### src/hdl/sms_params.svh
// Constants of the SPI master/slave shifter: APB offsets, field positions, reset values.
// Assumes a 32-bit APB with byte addresses; registers sit in the low byte of each word.
`ifndef SMS_PARAMS_SVH
`define SMS_PARAMS_SVH
`define SMS_ADDR_DATA    8'h00
`define SMS_ADDR_CTRL    8'h04
`define SMS_ADDR_STAT    8'h08
`define SMS_ADDR_PRESC   8'h0c
`define SMS_CTRL_IRQ_EN  7
`define SMS_CTRL_OE      6
`define SMS_CTRL_IRQ_SRC 5
`define SMS_CTRL_MASTER_SELECT    4
`define SMS_CTRL_CPOL    3
`define SMS_CTRL_CPHA    2
`define SMS_CTRL_RATE_HI 1
`define SMS_CTRL_RATE_LO 0
`define SMS_STAT_DONE    7
`define SMS_STAT_WRITE_COLLISION_FLAG    6
`define SMS_STAT_MODE_FAULT_FLAG    4
`define SMS_PRESC_HALVE  3
`define SMS_RESET_BYTE   8'h00
`define SMS_HALF_LAST    4'hf
`define SMS_BIT_LAST     3'h7
`endif

### src/hdl/sms_pkg.sv
// Types shared by the shifter.
// Assumes sms_params.svh holds the numeric constants.
package sms_pkg;
    typedef logic [7:0] sms_addr_t;
    typedef enum logic {SMS_IDLE, SMS_RUN} sms_mstate_t;
endpackage

### src/hdl/sms_shifter.sv
// SPI master/slave byte shifter with APB register access.
// Assumes SCK, MOSI and MISO pass through the pad ring as in/out/enable triples; SS is an active-low input only.
//
// Added by the designer: the address map and the APB interface to the registers.
`include "sms_params.svh"
`timescale 1ns/1ns
`default_nettype none
module sms_shifter
(
    input  wire logic              clk,
    input  wire logic              nrst,
    input  wire logic              psel,
    input  wire logic              penable,
    input  wire logic              pwrite,
    input  wire sms_pkg::sms_addr_t paddr,
    input  wire logic [31:0]       pwdata,
    output logic      [31:0]       prdata,
    output logic                   pready,
    output logic                   pslverr,
    input  wire logic              sckIn,
    output logic                   sckOut,
    output logic                   sckOe,
    input  wire logic              mosiIn,
    output logic                   mosiOut,
    output logic                   mosiOe,
    input  wire logic              misoIn,
    output logic                   misoOut,
    output logic                   misoOe,
    input  wire logic              ssN,
    output logic                   irqReq
);
    import sms_pkg::*;

    // Pin synchronisers: index 0 sck, 1 mosi, 2 miso, 3 ss
    logic [3:0]  pinMeta_q;
    logic [3:0]  pinSync_q;
    logic        sckPrev_q;
    logic        sckPrev_d;

    logic [7:0]  ctrl_q,     ctrl_d;
    logic [3:0]  presc_q,    presc_d;
    logic [7:0]  shift_q,    shift_d;
    logic [7:0]  rxBuf_q,    rxBuf_d;
    logic        outBit_q,   outBit_d;
    logic        done_q,     done_d;
    logic        write_collision_flag_q,     write_collision_flag_d;
    logic        mode_fault_flag_q,     mode_fault_flag_d;
    logic        doneArm_q,  doneArm_d;
    logic        wcolArm_q,  wcolArm_d;
    logic        modfArm_q,  modfArm_d;
    sms_mstate_t mState_q,   mState_d;
    logic [7:0]  divCnt_q,   divCnt_d;
    logic [3:0]  halfCnt_q,  halfCnt_d;
    logic [2:0]  bitCnt_q,   bitCnt_d;
    logic        started_q,  started_d;
    logic [31:0] prdata_q,   prdata_d;
    logic        pready_q,   pready_d;
    logic        pslverr_q,  pslverr_d;
    logic        sckOut_q,   sckOut_d;
    logic        sckOe_q,    sckOe_d;
    logic        mosiOe_q,   mosiOe_d;
    logic        misoOe_q,   misoOe_d;
    logic        irq_q,      irq_d;

    logic        access;
    logic        mapped;
    logic        isMaster;
    logic        slaveCfg;
    logic        ssLow;
    logic        cpol;
    logic        cpha;
    logic        sckEdge;
    logic        leadEdge;
    logic        captureEdge;
    logic        driveEdge;
    logic        busy;
    logic        tick;
    logic        doneEvt;
    logic        din;
    logic [7:0]  halfLen;
    logic [7:0]  shiftVal;
    logic [7:0]  ctrlWr;

    // Half period of SCK in clock cycles: (prescaler+1) doubled per rate step and by the halve bit
    assign halfLen = 8'({5'h0, presc_q[2:0]} + 8'h01) << ({1'b0, ctrl_q[`SMS_CTRL_RATE_HI:`SMS_CTRL_RATE_LO]}
                     + {2'b00, presc_q[`SMS_PRESC_HALVE]});

    always_comb
    begin
        ctrl_d    = ctrl_q;
        presc_d   = presc_q;
        shift_d   = shift_q;
        rxBuf_d   = rxBuf_q;
        outBit_d  = outBit_q;
        done_d    = done_q;
        write_collision_flag_d    = write_collision_flag_q;
        mode_fault_flag_d    = mode_fault_flag_q;
        doneArm_d = doneArm_q;
        wcolArm_d = wcolArm_q;
        modfArm_d = modfArm_q;
        mState_d  = mState_q;
        divCnt_d  = divCnt_q;
        halfCnt_d = halfCnt_q;
        bitCnt_d  = bitCnt_q;
        started_d = started_q;
        ctrlWr    = pwdata[7:0];
        doneEvt   = 1'b0;
        tick      = 1'b0;

        access    = psel && penable && pready_q;
        mapped    = (paddr == `SMS_ADDR_DATA) || (paddr == `SMS_ADDR_CTRL)
                 || (paddr == `SMS_ADDR_STAT) || (paddr == `SMS_ADDR_PRESC);
        isMaster  = ctrl_q[`SMS_CTRL_MASTER_SELECT];
        slaveCfg  = !ctrl_q[`SMS_CTRL_MASTER_SELECT] && ctrl_q[`SMS_CTRL_OE];
        ssLow     = !pinSync_q[3];
        cpol      = ctrl_q[`SMS_CTRL_CPOL];
        cpha      = ctrl_q[`SMS_CTRL_CPHA];
        sckPrev_d = pinSync_q[0];

        // Master edges come from the half counter, slave edges from the synchronised pin
        if (isMaster)
        begin
            sckEdge  = 1'b0;
            leadEdge = !halfCnt_q[0];
            din      = pinSync_q[2];
        end
        else
        begin
            sckEdge  = pinSync_q[0] != sckPrev_q;
            leadEdge = sckPrev_q == cpol;
            din      = pinSync_q[1];
        end
        captureEdge = leadEdge ^ cpha;
        driveEdge   = !captureEdge;
        shiftVal    = {shift_q[6:0], din};

        if (isMaster)
            busy = mState_q == SMS_RUN;
        else if (slaveCfg)
            busy = cpha ? started_q : ssLow;
        else
            busy = 1'b0;

        // Master engine: SCK toggles only while running
        if (isMaster && mState_q == SMS_RUN)
        begin
            if (divCnt_q == halfLen - 8'h01)
            begin
                tick     = 1'b1;
                divCnt_d = 8'h00;
            end
            else
                divCnt_d = divCnt_q + 8'h01;
            if (tick)
            begin
                if (captureEdge)
                    shift_d = shiftVal;
                else
                    outBit_d = shift_q[7];
                halfCnt_d = halfCnt_q + 4'h1;
                if (halfCnt_q == `SMS_HALF_LAST)
                begin
                    mState_d = SMS_IDLE;
                    doneEvt  = 1'b1;
                    rxBuf_d  = captureEdge ? shiftVal : shift_q;
                end
            end
        end

        // Slave engine: counts capture edges while selected
        if (slaveCfg)
        begin
            if (!ssLow)
            begin
                bitCnt_d  = 3'h0;
                started_d = 1'b0;
                outBit_d  = shift_q[7];
            end
            else if (sckEdge)
            begin
                if (cpha && !started_q)
                    started_d = 1'b1;
                if (captureEdge)
                begin
                    shift_d  = shiftVal;
                    bitCnt_d = bitCnt_q + 3'h1;
                    if (bitCnt_q == `SMS_BIT_LAST)
                    begin
                        doneEvt   = 1'b1;
                        rxBuf_d   = shiftVal;
                        started_d = 1'b0;
                    end
                end
                else
                    outBit_d = shift_q[7];
            end
        end

        // Software accesses; clears are applied before the hardware sets below
        if (access)
        begin
            if (paddr == `SMS_ADDR_STAT)
            begin
                doneArm_d = done_q;
                wcolArm_d = write_collision_flag_q;
                modfArm_d = mode_fault_flag_q;
            end
            else if (paddr == `SMS_ADDR_DATA)
            begin
                if (doneArm_q)
                begin
                    done_d    = 1'b0;
                    doneArm_d = 1'b0;
                end
                if (wcolArm_q)
                begin
                    write_collision_flag_d    = 1'b0;
                    wcolArm_d = 1'b0;
                end
                if (pwrite)
                begin
                    if (busy)
                        write_collision_flag_d = 1'b1;
                    else if (!(done_q && !doneArm_q))
                    begin
                        shift_d  = pwdata[7:0];
                        outBit_d = pwdata[7];
                        if (isMaster && ctrl_q[`SMS_CTRL_OE])
                        begin
                            mState_d  = SMS_RUN;
                            divCnt_d  = 8'h00;
                            halfCnt_d = 4'h0;
                        end
                    end
                end
            end
            else if (paddr == `SMS_ADDR_CTRL && pwrite)
            begin
                if (mode_fault_flag_q && !modfArm_q)
                begin
                    ctrlWr[`SMS_CTRL_OE]   = 1'b0;
                    ctrlWr[`SMS_CTRL_MASTER_SELECT] = 1'b0;
                end
                if (modfArm_q)
                begin
                    mode_fault_flag_d    = 1'b0;
                    modfArm_d = 1'b0;
                end
                if (busy)
                begin
                    ctrlWr[`SMS_CTRL_MASTER_SELECT] = ctrl_q[`SMS_CTRL_MASTER_SELECT];
                    ctrlWr[`SMS_CTRL_CPOL] = ctrl_q[`SMS_CTRL_CPOL];
                    ctrlWr[`SMS_CTRL_CPHA] = ctrl_q[`SMS_CTRL_CPHA];
                end
                ctrl_d = ctrlWr;
            end
            else if (paddr == `SMS_ADDR_PRESC && pwrite)
                presc_d = pwdata[3:0];
        end

        if (doneEvt)
        begin
            done_d    = 1'b1;
            doneArm_d = 1'b0;
        end

        // A master seeing SS low gives up the bus at once
        if (isMaster && ssLow)
        begin
            mode_fault_flag_d                 = 1'b1;
            modfArm_d              = 1'b0;
            ctrl_d[`SMS_CTRL_OE]   = 1'b0;
            ctrl_d[`SMS_CTRL_MASTER_SELECT] = 1'b0;
            mState_d               = SMS_IDLE;
            halfCnt_d              = 4'h0;
        end

        if (mState_d == SMS_RUN)
            sckOut_d = (tick ? !sckOut_q : sckOut_q);
        else
            sckOut_d = ctrl_d[`SMS_CTRL_CPOL];
        sckOe_d  = ctrl_d[`SMS_CTRL_MASTER_SELECT] && ctrl_d[`SMS_CTRL_OE];
        mosiOe_d = ctrl_d[`SMS_CTRL_MASTER_SELECT] && ctrl_d[`SMS_CTRL_OE];
        misoOe_d = !ctrl_d[`SMS_CTRL_MASTER_SELECT] && ctrl_d[`SMS_CTRL_OE] && ssLow
                   && (!ctrl_d[`SMS_CTRL_CPHA] || started_d);
        irq_d    = done_d && ctrl_d[`SMS_CTRL_IRQ_SRC] && ctrl_d[`SMS_CTRL_IRQ_EN];

        // APB: answer is prepared in the setup cycle, one access cycle per transfer
        pready_d  = psel && !penable;
        pslverr_d = psel && !penable && !mapped;
        prdata_d  = prdata_q;
        if (psel && !penable)
        begin
            if (paddr == `SMS_ADDR_DATA)
                prdata_d = {24'h000000, rxBuf_q};
            else if (paddr == `SMS_ADDR_CTRL)
                prdata_d = {24'h000000, ctrl_q};
            else if (paddr == `SMS_ADDR_STAT)
                prdata_d = {24'h000000, done_q, write_collision_flag_q, 1'b0, mode_fault_flag_q, 4'h0};
            else if (paddr == `SMS_ADDR_PRESC)
                prdata_d = {28'h0000000, presc_q};
            else
                prdata_d = 32'h00000000;
        end
    end

    always_ff @(posedge clk or negedge nrst)
    begin
        if (!nrst)
        begin
            pinMeta_q <= 4'hf;
            pinSync_q <= 4'hf;
            sckPrev_q <= 1'b1;
            ctrl_q    <= `SMS_RESET_BYTE;
            presc_q   <= 4'h0;
            shift_q   <= `SMS_RESET_BYTE;
            rxBuf_q   <= `SMS_RESET_BYTE;
            outBit_q  <= 1'b0;
            done_q    <= 1'b0;
            write_collision_flag_q    <= 1'b0;
            mode_fault_flag_q    <= 1'b0;
            doneArm_q <= 1'b0;
            wcolArm_q <= 1'b0;
            modfArm_q <= 1'b0;
            mState_q  <= SMS_IDLE;
            divCnt_q  <= 8'h00;
            halfCnt_q <= 4'h0;
            bitCnt_q  <= 3'h0;
            started_q <= 1'b0;
            prdata_q  <= 32'h00000000;
            pready_q  <= 1'b0;
            pslverr_q <= 1'b0;
            sckOut_q  <= 1'b0;
            sckOe_q   <= 1'b0;
            mosiOe_q  <= 1'b0;
            misoOe_q  <= 1'b0;
            irq_q     <= 1'b0;
        end
        else
        begin
            pinMeta_q <= {ssN, misoIn, mosiIn, sckIn};
            pinSync_q <= pinMeta_q;
            sckPrev_q <= sckPrev_d;
            ctrl_q    <= ctrl_d;
            presc_q   <= presc_d;
            shift_q   <= shift_d;
            rxBuf_q   <= rxBuf_d;
            outBit_q  <= outBit_d;
            done_q    <= done_d;
            write_collision_flag_q    <= write_collision_flag_d;
            mode_fault_flag_q    <= mode_fault_flag_d;
            doneArm_q <= doneArm_d;
            wcolArm_q <= wcolArm_d;
            modfArm_q <= modfArm_d;
            mState_q  <= mState_d;
            divCnt_q  <= divCnt_d;
            halfCnt_q <= halfCnt_d;
            bitCnt_q  <= bitCnt_d;
            started_q <= started_d;
            prdata_q  <= prdata_d;
            pready_q  <= pready_d;
            pslverr_q <= pslverr_d;
            sckOut_q  <= sckOut_d;
            sckOe_q   <= sckOe_d;
            mosiOe_q  <= mosiOe_d;
            misoOe_q  <= misoOe_d;
            irq_q     <= irq_d;
        end
    end

    assign prdata  = prdata_q;
    assign pready  = pready_q;
    assign pslverr = pslverr_q;
    assign sckOut  = sckOut_q;
    assign sckOe   = sckOe_q;
    assign mosiOut = outBit_q;
    assign mosiOe  = mosiOe_q;
    assign misoOut = outBit_q;
    assign misoOe  = misoOe_q;
    assign irqReq  = irq_q;
endmodule // sms_shifter
`default_nettype wire

### config.mk
export PLATFORM = sky130hd
export DESIGN_NAME = sms_shifter
export DESIGN_NICKNAME = d
export VERILOG_FILES = /design/src/hdl/sms_pkg.sv /design/src/hdl/sms_shifter.sv
export VERILOG_INCLUDE_DIRS = /design/src /design/src/hdl
export SDC_FILE = /design/constraint.sdc
export NUM_CORES = 1
export LEC_CHECK = 0
export ABC_AREA = 1
export ABC_CLOCK_PERIOD_IN_PS = 5500
export CORE_ASPECT_RATIO = 1.75
export CORE_MARGIN = 3
export CORE_UTILIZATION = 50
export CTS_BUF_LIST = sky130_fd_sc_hd__clkbuf_4 sky130_fd_sc_hd__clkbuf_8
export DETAILED_ROUTE_END_ITERATION = 10
export DONT_BUFFER_PORTS = 1
export PLACE_DENSITY = 0.74
export SYNTH_ARGS = -nofsm -noshare
export SYNTH_HDL_FRONTEND = slang
export SYNTH_SLANG_ARGS = --single-unit
### constraint.sdc
create_clock -name clk -period 5.5 [get_ports clk]
set_input_delay 1.65 -clock clk [delete_from_list [all_inputs] [get_ports clk]]
set_output_delay 1.65 -clock clk [all_outputs]
set_load 0.03 [all_outputs]
==> out/metrics.csv <==
stage;metric;value;unit
final_layout;drive_gt1_frac;0.1150;
run;maxCapViolations;0;
timing;setup_viol;0;
setup_path;cp-end-kind;register;
hold_path;hold_path_depth;0;
timing;hold_slack;0.3594;ns
timing;grt_setup_unrepaired;no;
routing;detail-route-antenna-nets;0;
floorplanning;die_y;132.9;um
floorplanning;initial_core_util;0.5205;
clocking;clk_pin_slew;0.09;ns
setup_path;rr_worst_depth;17;
floorplanning;ioPinCount;90;
power_and_ir_drop;p_comb_frac;0.070;
clocking;clk_path_buf_depth;2;
clocking;clockRootBuffer;clkbuf_8;
setup_path;r2r_slack;2.34;ns
yosys;synth_seq_area_share;0.4104;
power_and_ir_drop;p_leak;2.465;nW
timing;slew_violations;0;
global_route;antenna_found_initial;0;
hold_path;hold_start;pinMeta_q[3];
clocking;clk_latency;0.37;ns
setup_path;worst-path-max-fanout;11;
final_layout;fin_nets;678;
yosys;ys_seq_elements;75;
clocking;htree_levels;3;
placement;gp_congestion;0.8901;
power_and_ir_drop;switchingPower;0.0003276;W
floorplanning;die-area;0.01043;mm2
placement;hpwl;8.179;mm
final_layout;area_delta_synth_final;3.835;%
setup_path;cp-start-kind;input port;
setup_path;timing.rr.start;ctrl_q[0];
timing;maxClockFrequency;267.1;MHz
yosys;synthCells;622;
floorplanning;coreArea;0.008840;mm2
timing;hold_violations;0;
status;outcome;complete, no violations;
clocking;cts_hold_buf;0;
routing;drt-total-wl;10.67;mm
clocking;cts.sinks;75;
yosys;syn-mean-instance-area;7.397;um2
timing;fin_crit_sh;0.6807;
global_route;grt_pass1_vias;3780;
yosys;ys_types;44;
timing;fin_crit;3.744;ns
power_and_ir_drop;max-vdd-ir-drop;0.1247;mV
power_and_ir_drop;p_seq_frac;0.552;
routing;drc;0;
routing;vias_per_cell;5.293;
clocking;cts_setup_buffers;0;
timing;slew_headroom;0.3074;
final_layout;antenna_cells;0;
global_route;grt_pass1_wl;17.60;mm
hold_path;worstHoldPathType;reg -> reg;
timing;worstMarginPinSlew;1.035;ns
clocking;cts_tree;built;
power_and_ir_drop;sw_frac_of_total;0.2994;
routing;route.vias.total;3933;
power_and_ir_drop;power.internal;0.0007665;W
floorplanning;die_w;78.51;um
setup_path;r2r_end;rxBuf_q[4];
global_route;grt_max_degree;76;
yosys;syn_area;0.004601;mm2
routing;drt-pass1-iter-count;5;
clocking;cts_resized;0;
floorplanning;rows;45;
hold_path;min_to;pinSync_q[3];
power_and_ir_drop;powerDensity;229.0;mW/mm2
timing;setup_tns;0;ns
routing;avgRoutedWirePerCell;14.36;um
placement;port_buffers;0;
clocking;cts_buffers;9;
setup_path;worstPathRequired;5.77;ns
routing;first_iter_violations;335;
global_route;grt_remaining_overflow;0;
power_and_ir_drop;clockPowerShare;0.378;
global_route;grt_util_all_layers;0.2139;
timing;finalClockSkew;0.01174;ns
setup_path;crit_type;in -> reg;
yosys;ys_warn_count;0;
setup_path;critPathArrivalTime;4.01;ns
-- registers in the layout, summed over array words and instances (netlist names), 4 cells and up --
name       cells
ctrl_q         8
divCnt_q       8
prdata         8
rxBuf_q        8
shift_q        8
halfCnt_q      4
pinMeta_q      4
pinSync_q      4
presc_q        4
-- cells in the final DEF (no fill, tap or decap), types with 3 or more instances in the layout --
cell / count
dfstp_2: 9
nand2_2: 9
xor2_1: 8
nand2_1: 165
ha_1: 8
nand4_1: 7
a41oi_1: 7
a21oi_1: 14
dfrtp_1: 66
nand3_2: 7
nand3_1: 60
inv_1: 86
nor4_1: 3
o21ai_0: 38
inv_6: 3
nor2_1: 44
clkbuf_8: 9
nor3_1: 7
inv_2: 11
nor2_2: 7
conb_1: 24
-- cell type report --
class	instances	area, um2
fill	864	4063
multi-input combinational	435	2170
sequential	75	1888
inverter	98	369.1
tap	117	146.4
clock buffer	9	123.9
clock inverter	7	65.06
timing repair buffer	2	15.01
-- cells in the mapped netlist, drive strengths merged --
master | instances | area (um2)
ha | 8 | 100.1
mux2 | 2 | 22.52
inv | 97 | 364.1
xor2 | 8 | 70.07
nor3 | 9 | 55.05
or2 | 3 | 18.77
nand2 | 174 | 675.6
nand4 | 8 | 56.30
nor4 | 3 | 18.77
o22ai | 1 | 6.260
clkbuf | 7 | 26.28
mux2i | 1 | 10.01
conb | 1 | 3.750
a41oi | 7 | 61.31
buf | 30 | 234.0
o21bai | 2 | 15.01
dfrtp | 66 | 1652
o41ai | 1 | 8.760
a21oi | 14 | 70.07
a211oi | 1 | 7.510
o21ai | 41 | 209.0
dfstp | 9 | 236.5
a21boi | 1 | 7.510
clkinv | 1 | 5.000
a31oi | 2 | 12.51
o211ai | 1 | 7.510
xnor2 | 1 | 8.760
nand3 | 69 | 405.4
and2 | 1 | 6.260
nor2 | 52 | 220.2
and3 | 1 | 6.260
-- routing by layer --
metal,track usage,wire length [um]
met1,0.2310,4088
met3,0.04905,493
met2,0.3860,5677
met4,0.09922,406
met5,0,0
-- power groups by stage --
| stage | combinational, W | clock, W | sequential (W) |
|---|---|---|---|
| finish | 0.0000764 | 0.000413 | 0.000604 |
| global route | 0.0000856 | 0.000453 | 0.000606 |
| CTS | 0.0000758 | 0.000427 | 0.000605 |
| detailed placement | 0.0000754 | 0 | 0.000615 |
| global placement | 0.0000733 | 0 | 0.000614 |
| floorplan | 0.0000822 | 0 | 0.000609 |
-- through the flow --
stage                     instances  setup WS (ns)   power, W    util  area (um2)
after CTS                       743          1.797   0.001108  0.5404        4777
after floorplan                 645          2.216  0.0006911       -        4687
after global placement          727          1.469  0.0006876  0.5190        4588
after global routing            743          1.463   0.001145  0.5404        4777
after detailed placement        727          1.419  0.0006907  0.5190        4588
final                           743          1.756   0.001094  0.5404        4777
-- worst max-delay path by stage --
stage	startpoint	to	slack [ns]	cells after the start
floorplan	paddr[1]	divCnt_q[4]	2.22	15
global placement	paddr[1]	divCnt_q[2]	1.47	16
detailed placement	paddr[1]	divCnt_q[4]	1.42	16
CTS	paddr[1]	divCnt_q[4]	1.80	16
global route	paddr[1]	divCnt_q[4]	1.46	16
finish	paddr[1]	divCnt_q[2]	1.76	16
-- critical path, cell delays in order --
cell and delay [ns]:
or2_1 0.25, nor2_1 0.14, nand2_1 0.09, nor2_1 0.09
buf_4 0.18, nand2_1 0.08, nor2_1 0.09, inv_1 0.08
nor2_2 0.31, inv_1 0.27, nor3_2 0.34, inv_1 0.11
nand2_1 0.13, inv_1 0.08, nand3_1 0.08, inv_1 0.04
-- kinds of logic (layout without fill, tap and decap cells) --
kind of cell	count (synthesis)	count (layout)	share of synthesized area
compound gates	71	71	0.08812
xor+xnor	9	9	0.01713
simple gates	320	320	0.3179
flops	75	75	0.4104
mux	3	3	0.007071
other cells	1	24	0.0008151
fa+ha+maj	8	8	0.02176
buf+inv	135	116	0.1368
Note: power is estimated with default switching activity, not from simulation.
